[src/swm_pkg.sv]
// Purpose: constants for the single-wire bus master
// Assumes: 25 MHz reference clock
// Notes: times in ns, counts derived from the clock period
package swm_pkg;
    localparam int CLK_NS = 40;
    localparam int T_RSTL_NS = 480000;
    localparam int T_RSTH_NS = 480000;
    localparam int T_SLOT_NS = 70000;
    localparam int T_LOW1_NS = 6000;
    localparam int T_LOW0_NS = 65000;
    localparam int T_RDS_NS = 13000;
    localparam int T_REC_NS = 5000;
    localparam int T_PDS_NS = 70000;
    localparam int T_PP_NS = 480000;
    localparam int T_DP_NS = 5000;
    localparam int CYC_RSTL = (T_RSTL_NS + CLK_NS - 1) / CLK_NS;
    localparam int CYC_RSTH = (T_RSTH_NS + CLK_NS - 1) / CLK_NS;
    localparam int CYC_SLOT = (T_SLOT_NS + CLK_NS - 1) / CLK_NS;
    localparam int CYC_LOW1 = (T_LOW1_NS + CLK_NS - 1) / CLK_NS;
    localparam int CYC_LOW0 = (T_LOW0_NS + CLK_NS - 1) / CLK_NS;
    localparam int CYC_RDS = T_RDS_NS / CLK_NS;
    localparam int CYC_REC = (T_REC_NS + CLK_NS - 1) / CLK_NS;
    localparam int CYC_PDS = T_PDS_NS / CLK_NS;
    localparam int CYC_PP = (T_PP_NS + CLK_NS - 1) / CLK_NS;
    localparam int CYC_DP = (T_DP_NS + CLK_NS - 1) / CLK_NS;
    localparam int CNT_W = 16;
    localparam logic [7:0] CRC_POLY_REFL = 8'h8c;
    localparam logic [7:0] CRC_INIT = 8'h00;
    localparam logic [1:0] OP_RESET = 2'h0;
    localparam logic [1:0] OP_WRITE = 2'h1;
    localparam logic [1:0] OP_READ = 2'h2;
    localparam logic [1:0] OP_PROG = 2'h3;
    typedef enum logic [2:0] {
        ST_IDLE = 3'h0,
        ST_LOW = 3'h1,
        ST_HIGH = 3'h3,
        ST_REC = 3'h2,
        ST_PROG = 3'h6
    } swm_state_t;
endpackage
[src/swm_master.sv]
// Purpose: single-wire bus master: reset/presence, bit slots, program pulse, CRC-8
// Assumes: open-drain line with external pull-up; 12 V switch driven by o_vpp_en
// Notes: one operation per i_req; bytes and triplets are built from single slots
`timescale 1ns/100ps
module swm_master (
    input wire logic i_ref_clk,
    input wire logic i_arst_n,
    input wire logic i_req,
    input wire logic [1:0] i_op,
    input wire logic i_wbit,
    input wire logic i_crc_load,
    input wire logic [7:0] i_crc_seed,
    input wire logic i_crc_clr,
    input wire logic i_line,
    output logic o_ready,
    output logic o_done,
    output logic o_rbit,
    output logic o_presence,
    output logic [7:0] o_crc,
    output logic o_line_o,
    output logic o_line_oe,
    output logic o_vpp_en
);
    // ****************************************************************
    // line synchroniser
    // ****************************************************************
    logic line_s1;
    logic line_s2;
    always_ff @(posedge i_ref_clk or negedge i_arst_n) begin
        if (!i_arst_n) begin
            line_s1 <= 1'b1;
            line_s2 <= 1'b1;
        end else begin
            line_s1 <= i_line;
            line_s2 <= line_s1;
        end
    end

    // ****************************************************************
    // slot sequencer
    // ****************************************************************
    swm_pkg::swm_state_t state;
    logic [1:0] op;
    logic wbit;
    logic [swm_pkg::CNT_W-1:0] cnt;
    logic [swm_pkg::CNT_W-1:0] low_len;
    logic [swm_pkg::CNT_W-1:0] high_len;
    logic [swm_pkg::CNT_W-1:0] samp_at;
    logic sample_now;
    logic crc_shift;

    always_comb begin
        low_len = swm_pkg::CNT_W'(swm_pkg::CYC_RSTL);
        high_len = swm_pkg::CNT_W'(swm_pkg::CYC_RSTH);
        samp_at = swm_pkg::CNT_W'(swm_pkg::CYC_PDS);
        case (op)
            swm_pkg::OP_WRITE: begin
                // short low for one, long low for zero
                low_len = wbit ? swm_pkg::CNT_W'(swm_pkg::CYC_LOW1)
                               : swm_pkg::CNT_W'(swm_pkg::CYC_LOW0);
                high_len = swm_pkg::CNT_W'(swm_pkg::CYC_SLOT) - low_len;
                samp_at = '0;
            end
            swm_pkg::OP_READ: begin
                low_len = swm_pkg::CNT_W'(swm_pkg::CYC_LOW1);
                high_len = swm_pkg::CNT_W'(swm_pkg::CYC_SLOT - swm_pkg::CYC_LOW1);
                samp_at = swm_pkg::CNT_W'(swm_pkg::CYC_RDS - swm_pkg::CYC_LOW1);
            end
            default: begin
            end
        endcase
    end

    assign o_ready = (state == swm_pkg::ST_IDLE);
    assign sample_now = (state == swm_pkg::ST_HIGH) && (cnt == samp_at);

    always_ff @(posedge i_ref_clk or negedge i_arst_n) begin
        if (!i_arst_n) begin
            state <= swm_pkg::ST_IDLE;
            op <= swm_pkg::OP_RESET;
            wbit <= 1'b1;
            cnt <= '0;
        end else begin
            case (state)
                swm_pkg::ST_IDLE: begin
                    cnt <= '0;
                    if (i_req) begin
                        op <= i_op;
                        wbit <= i_wbit;
                        // program pulse on the caller's request alone; no CRC check gates it
                        state <= (i_op == swm_pkg::OP_PROG) ? swm_pkg::ST_PROG
                                                            : swm_pkg::ST_LOW;
                    end
                end
                swm_pkg::ST_LOW: begin
                    if (cnt == low_len - 1'b1) begin
                        cnt <= '0;
                        state <= swm_pkg::ST_HIGH;
                    end else begin
                        cnt <= cnt + 1'b1;
                    end
                end
                swm_pkg::ST_HIGH: begin
                    if (cnt == high_len - 1'b1) begin
                        cnt <= '0;
                        state <= swm_pkg::ST_REC;
                    end else begin
                        cnt <= cnt + 1'b1;
                    end
                end
                swm_pkg::ST_REC: begin
                    if (cnt == swm_pkg::CNT_W'(swm_pkg::CYC_REC - 1)) begin
                        cnt <= '0;
                        state <= swm_pkg::ST_IDLE;
                    end else begin
                        cnt <= cnt + 1'b1;
                    end
                end
                swm_pkg::ST_PROG: begin
                    // delay to program, then pulse, then delay to verify
                    if (cnt == swm_pkg::CNT_W'(swm_pkg::CYC_PP + 2 * swm_pkg::CYC_DP - 1)) begin
                        cnt <= '0;
                        state <= swm_pkg::ST_IDLE;
                    end else begin
                        cnt <= cnt + 1'b1;
                    end
                end
                default: state <= swm_pkg::ST_IDLE;
            endcase
        end
    end

    // ****************************************************************
    // line and programming drive
    // ****************************************************************
    assign o_line_o = 1'b0;
    always_ff @(posedge i_ref_clk or negedge i_arst_n) begin
        if (!i_arst_n) begin
            o_line_oe <= 1'b0;
            o_vpp_en <= 1'b0;
        end else begin
            // only the low phase drives; idle always leaves the line released
            o_line_oe <= (state == swm_pkg::ST_IDLE && i_req && i_op != swm_pkg::OP_PROG)
                      || (state == swm_pkg::ST_LOW && cnt != low_len - 1'b1);
            o_vpp_en <= (state == swm_pkg::ST_PROG)
                     && (cnt >= swm_pkg::CNT_W'(swm_pkg::CYC_DP - 1))
                     && (cnt < swm_pkg::CNT_W'(swm_pkg::CYC_DP + swm_pkg::CYC_PP - 1));
        end
    end

    // ****************************************************************
    // results
    // ****************************************************************
    always_ff @(posedge i_ref_clk or negedge i_arst_n) begin
        if (!i_arst_n) begin
            o_rbit <= 1'b0;
            o_presence <= 1'b0;
            crc_shift <= 1'b0;
        end else begin
            crc_shift <= 1'b0;
            if (sample_now && op == swm_pkg::OP_RESET) begin
                o_presence <= !line_s2;
            end
            if (sample_now && op == swm_pkg::OP_READ) begin
                o_rbit <= line_s2;
                crc_shift <= 1'b1;
            end
            if (sample_now && op == swm_pkg::OP_WRITE) begin
                o_rbit <= wbit;
                crc_shift <= 1'b1;
            end
        end
    end

    always_ff @(posedge i_ref_clk or negedge i_arst_n) begin
        if (!i_arst_n) begin
            o_done <= 1'b0;
        end else begin
            o_done <= (state == swm_pkg::ST_REC && cnt == swm_pkg::CNT_W'(swm_pkg::CYC_REC - 1))
                   || (state == swm_pkg::ST_PROG
                       && cnt == swm_pkg::CNT_W'(swm_pkg::CYC_PP + 2 * swm_pkg::CYC_DP - 1));
        end
    end

    // ****************************************************************
    // crc-8, bit serial, lsb first
    // ****************************************************************
    always_ff @(posedge i_ref_clk or negedge i_arst_n) begin
        if (!i_arst_n) begin
            o_crc <= swm_pkg::CRC_INIT;
        end else if (i_crc_clr) begin
            o_crc <= swm_pkg::CRC_INIT;
        end else if (i_crc_load) begin
            o_crc <= i_crc_seed;
        end else if (crc_shift) begin
            // each slot's bit goes in as it passes, lsb first
            o_crc <= (o_crc >> 1) ^ ((o_crc[0] ^ o_rbit) ? swm_pkg::CRC_POLY_REFL
                                                          : 8'h00);
        end
    end
endmodule

[config.mk]
export PLATFORM = sky130hd
export DESIGN_NAME = swm_master
export DESIGN_NICKNAME = d
export VERILOG_FILES = /design/src/swm_pkg.sv /design/src/swm_master.sv
export SDC_FILE = /design/constraint.sdc
export NUM_CORES = 1
export LEC_CHECK = 0
export BUFFER_PORTS_ARGS = -buffer_cell sky130_fd_sc_hd__buf_2
export CAP_MARGIN = 10
export CORE_ASPECT_RATIO = 1.2
export CORE_MARGIN = 8
export CORE_UTILIZATION = 25
export CTS_CLUSTER_DIAMETER = 50
export DETAILED_ROUTE_END_ITERATION = 8
export HOLD_SLACK_MARGIN = 0.08
export PLACE_DENSITY = 0.41
export SYNTH_ARGS = -nofsm -noshare
export SYNTH_HDL_FRONTEND = slang
export SYNTH_SLANG_ARGS = --single-unit
[constraint.sdc]
create_clock -name i_ref_clk -period 3.15 [get_ports i_ref_clk]
set_clock_uncertainty 0.05 [all_clocks]
set_input_delay 0.315 -clock i_ref_clk [delete_from_list [all_inputs] [get_ports i_ref_clk]]
set_output_delay 0.315 -clock i_ref_clk [all_outputs]
set_load 0.05 [all_outputs]
* After elaboration in Yosys (flattened, before gate mapping)
Index checks and enable logic that the tools add are counted.
Word-level totals: input port bits 17, flip-flop bits (word level) 38, word-level logic and storage cells 85, output and inout bits 15
Cells by class: add/subtract/negate cells 4, reduce and logical (&&, ||, !) cells 21, equal/unequal tests 19, magnitude comparators 2, multiplexer cells 24, bitwise gates (word level) 2
Operators by type and width (count):
- case mux 16 bit (5 select lines) | 1
- 2-to-1 mux 16 bit | 4
- equality test 16 bit | 3
- 2-to-1 mux 8 bit | 4
- case mux 16 bit (2 select lines) | 1
- subtractor 16 x 1 -> 16 bit (second input constant) | 2
- case mux 14 bit (2 select lines) | 1
- case mux 11 bit (2 select lines) | 1
- 2-to-1 mux 3 bit | 6
- adder 16 x 1 -> 16 bit (second input constant) | 1
- equality test 16 x 14 -> 1 bit (second input constant) | 1
- equality test 16 x 7 -> 1 bit (second input constant) | 1
- >= comparator 16 x 7 -> 1 bit (second input constant) | 1
- less-than comparator 16 x 14 -> 1 bit (second input constant) | 1
- inequality test 16 bit | 1
- case mux 3 bit (5 select lines) | 1
- subtractor 11 x 11 -> 12 bit (first input constant) | 1
- logical AND 1 bit | 11
- 2-to-1 mux 11 bit | 1
- inequality test 2 bit (second input constant) | 5
- bitwise XOR 7 x 8 -> 8 bit | 1
- equality test 3 x 2 -> 1 bit (second input constant) | 2
- AND reduction 5 bit | 1
- nonzero test 5 bit | 1
- other kinds (14) | 19

* Depth between registers and ports, before layout
word-level depth 7, depth in mapped cells 13, mapped depth without buffers 11

* Worst setup path before layout
OpenSTA, ideal clock, no wires.
path kind flip-flop to flip-flop, start point reg op[0], end point reg cnt[9] (netlist name), clock period less this slack 2.653 ns, slack 0.497 ns, data arrival time 2.470 ns, data required time 2.967 ns, path buffers 2, stages on the path, launching flop included 13, cell sequence dfrtp_1 ha_1 buf_6 and2_1 o21ai_0 ha_1 xor2_1 o311ai_0 a211oi_2 a31oi_2 buf_6 o21ai_1 o211ai_1
On the way: longest elaborated chain between the ends 6
Ends and longest elaborated chain:
- start, declared | RTL line swm_master.sv:43 | logic [1:0] op;
- start signal, assigned | RTL line swm_master.sv:80 | op <= swm_pkg::OP_RESET;
- start signal, assigned | RTL line swm_master.sv:88 | op <= i_op;
- equality test 2 bit / equality test 2 x 1 -> 1 bit (equally long branches) | RTL line swm_master.sv:56 | case (op)
- case mux 16 bit (2 select lines) / case mux 14 bit (2 select lines) (equally long branches) | RTL line swm_master.sv:56
- subtractor 16 x 1 -> 16 bit, on equally long branches | RTL line swm_master.sv:104, swm_master.sv:96
- equality test 16 bit, on equally long branches | RTL line swm_master.sv:104, swm_master.sv:96
- 2-to-1 mux 16 bit, on equally long branches | RTL line swm_master.sv:104, swm_master.sv:96
- case mux 16 bit (5 select lines) (*) | RTL line swm_master.sv:84 | case (state)
- end signal, assigned | RTL line swm_master.sv:100 | cnt <= cnt + 1'b1;
- end signal, assigned | RTL line swm_master.sv:108 | cnt <= cnt + 1'b1;
- end signal, assigned | RTL line swm_master.sv:116 | cnt <= cnt + 1'b1;
- end, declared | RTL line swm_master.sv:45 | logic [swm_pkg::CNT_W-1:0] cnt;
Mark *: on every way between the ends. The rest lies on a longest branch, timed or not. A chain may end at the register's enable or synchronous reset.

* Final worst setup path
start point reg op[1], end point reg cnt[9] (netlist name)
The elaborated chain is that of the path after synthesis.

==> impl_metrics.json <==
{
  "clock_path_buffers": 2,
  "drt_iter0_markers": 105,
  "cts_tree": "done",
  "num_vias": 2189,
  "use_met1_pct": 11.2,
  "leakage_nw": 1.31,
  "syn_area_um2": 2680,
  "cts-root-buf": "clkbuf_16",
  "clk_pin_slew_ps": 60,
  "ir_drop_mv": 0.221,
  "area_growth_pct": 12.5,
  "startpoint_type": "flop",
  "fillers": 1128,
  "yosysWarnings": 0,
  "ys_types": 63,
  "synth_top_area_share_pct": 32.7,
  "end_kind": "flop",
  "worst_r2r_endpoint": "cnt[9]$_DFFE_PN0P_",
  "routed_wl_um": 6930,
  "slew_headroom_pct": 42.7,
  "arrival_ps": 2880,
  "slowest_stage": "dfrtp_1",
  "drc_errors": 0,
  "die_h_um": 129,
  "fmax_mhz": 360,
  "reg2reg_depth": 12,
  "grtUsageTotal_pct": 9.88,
  "power_mw": 2.09,
  "final-setup-viol-count": 0,
  "drive_gt1_share_pct": 18.6,
  "cp_max_fo": 16,
  "cts_sinks": 38,
  "synth_nets": 337,
  "synth-main-ff-cell": "dfrtp_1",
  "antenna_found_initial": 0,
  "status": "complete, no violations",
  "totalNegativeSetupSlack_ps": 0,
  "core_um2": 10500,
  "busiest_layer": "met2",
  "crit_type": "reg -> reg",
  "grt_use_met2_pct": 17.5,
  "grt_pass1_wl_um": 11500,
  "die_area_um2": 14300,
  "crit_chain": "inv_1 > ha_1 > and2_1 > o21ai_1 > ha_1 > xor2_1 > o311ai_0 > a211oi_2 > a31oi_2 > buf_4 > nor2_4 > o211ai_1",
  "num_rows": 41,
  "hold_viol": 0,
  "ys_async_sr_fraction_pct": 100,
  "synth.area.top_cells": "dfrtp_1 33%, nand2_1 5.3%, nor2_1 4.9%, ha_1 4.2%, mux2i_1 4.1%",
  "rrSetupSlack_ps": 370,
  "grt_pass1_vias": 2203,
  "grt_use_met3_pct": 2.87,
  "numCtsBuffers": 5,
  "drv_cap": 0,
  "hold_path_class": "in -> async",
  "gp_congestion": 0.821,
  "synth_seq_area_share_pct": 35.7,
  "drt-wirelength-per-cell_um": 15.2,
  "avgViaCountPerCell": 4.79,
  "rsz0062_at_grt": "false",
  "final_nets": 353,
  "antennaDiodeCount": 0,
  "synth_seq_cells": 38,
  "ant_nets": 0,
  "postCtsSetupBuffers": 0,
  "yosysTopAreaCell": "dfrtp_1",
  "start_util_pct": 25.6,
  "finalCritPeriodShare_pct": 88.2,
  "clkLatencyLatePin_ps": 280,
  "r2r_start": "op[1]$_DFFE_PN0P_",
  "synth_cells": 311,
  "worst_slew_pin_slew_ps": 859,
  "synth-edff-count": 0,
  "crit_path_frequent_cell": "ha_1",
  "port_buffers": 30,
  "syn_area_per_cell_um2": 8.61,
  "grt_start_max_net_pins": 39,
  "pin_count": 32,
  "slew_viol_final": 0,
  "firstDrtPassIters": 4,
  "cellPowerDensity_nw_per_um2": 695,
  "cpPeakStageDelay_ps": 360,
  "dpl.hpwl_um": 5070,
  "die_x_um": 110,
  "grt-ovfl-total": 0,
  "period_minus_slack_ps": 2780,
  "htree_levels": 2,
  "required_ps": 3250
}
## kinds of logic after synthesis
group	synth area share, %
other cells	0.140
flops	35.7
mux	5.38
xor+xnor	3.93
fa+ha+maj	4.21
simple gates	27.3
compound gates	15.0
buf+inv	8.41
## through the flow
stage | cell area (um^2) | cells | util [%] | hold slack, ps | worst slack, ps
floorplan | 2680 | 311 | - | -30.6 | 497
global placement | 2830 | 448 | 27.1 | 299 | 357
detailed placement | 2830 | 448 | 27.1 | 300 | 241
CTS | 3010 | 457 | 28.8 | 134 | 212
global route | 3010 | 457 | 28.8 | 180 | 128
finish | 3010 | 457 | 28.8 | 95.0 | 372
## where the power goes
group	leakage (nW)	internal, mW	switching (mW)
clock network	0.0832	0.358	0.195
registers	0.490	0.570	0.157
logic	0.736	0.357	0.455
total	1.31	1.29	0.807
## final cells by class
cell class	instances	area (um^2)	share of cell area, %
timing repair buffer	34	183	6.07
clock buffer	8	166	5.53
multi-input combinational	235	1500	49.7
tap	129	161	5.36
sequential	38	955	31.7
inverter	13	48.8	1.62
## registers in the layout (all words and copies together) (netlist names), 2 cells and up
name	count
cnt	16
op	2
state	3
o_crc	8
## worst max-delay path, delay by kind of cell (launching register included)
| kind | cells | cell delay, ps |
|---|---|---|
| simple gates | 2 | 400 |
| compound gates | 5 | 920 |
| flops | 1 | 360 |
| fa+ha+maj | 2 | 470 |
| buf+inv | 2 | 300 |
| xor+xnor | 1 | 130 |
## timing repair
item,4_1_cts,5_1_grt
hold buffers,1,0
hold endpoints to repair,1,0
resized for setup,0,1
endpoints found under the setup margin,0,3
## how the worst max path moves through the flow
stage	from	endpoint	slack, ps	cells after the start
global route	op[1]$_DFFE_PN0P_	cnt[14]$_DFFE_PN0P_	130	12
detailed placement	op[1]$_DFFE_PN0P_	cnt[9]$_DFFE_PN0P_	240	12
finish	op[1]$_DFFE_PN0P_	cnt[9]$_DFFE_PN0P_	370	12
CTS	op[1]$_DFFE_PN0P_	cnt[9]$_DFFE_PN0P_	210	12
floorplan	op[0]$_DFFE_PN0P_	cnt[9]$_DFFE_PN0P_	500	12
global placement	op[1]$_DFFE_PN0P_	cnt[4]$_DFFE_PN0P_	360	12
## per-layer routing
metal  routed length [um]  share of wire [%]
met1                 3100                 45
met2                 3460                 50
met3                  292                4.2
met4                   81                1.2
met5                    0                  0
## cell usage after synthesis, types with 4 or more instances
master	instances
clkbuf_1	10
nand4_1	9
nor2_1	35
and2_1	6
o211ai_1	5
inv_1	13
nand3_1	8
ha_1	9
buf_2	4
xor2_1	5
o21ai_0	11
xnor2_1	7
dfrtp_1	35
and3_1	7
o22ai_1	7
nor2b_1	4
mux2i_1	11
nand2_1	38
a21oi_1	16
nor3_1	6
clkbuf_8	4
buf_6	4
## cells in the final DEF, fill, tap and decap left out, types with 2 or more instances in the layout
cell / n
dfrtp_1: 35
dfstp_2: 3
o21ai_2: 2
nor2b_1: 4
mux2_2: 3
xnor2_1: 7
mux2i_1: 11
nand3_1: 8
ha_1: 9
o22ai_1: 7
buf_2: 30
buf_4: 3
and3_1: 7
and2_1: 6
or4_1: 3
nor3b_1: 3
a22oi_1: 2
clkbuf_16: 5
nor3_1: 6
inv_1: 13
xor2_1: 5
a21oi_1: 16
clkbuf_8: 3
o21ai_1: 3
nand4_1: 9
or3_1: 2
nor2_1: 35
o211ai_1: 5
o21ai_0: 10
or2_1: 2
nand2b_1: 2
or2_2: 2
nand2_1: 38
Power figures use the tool's default switching activity.
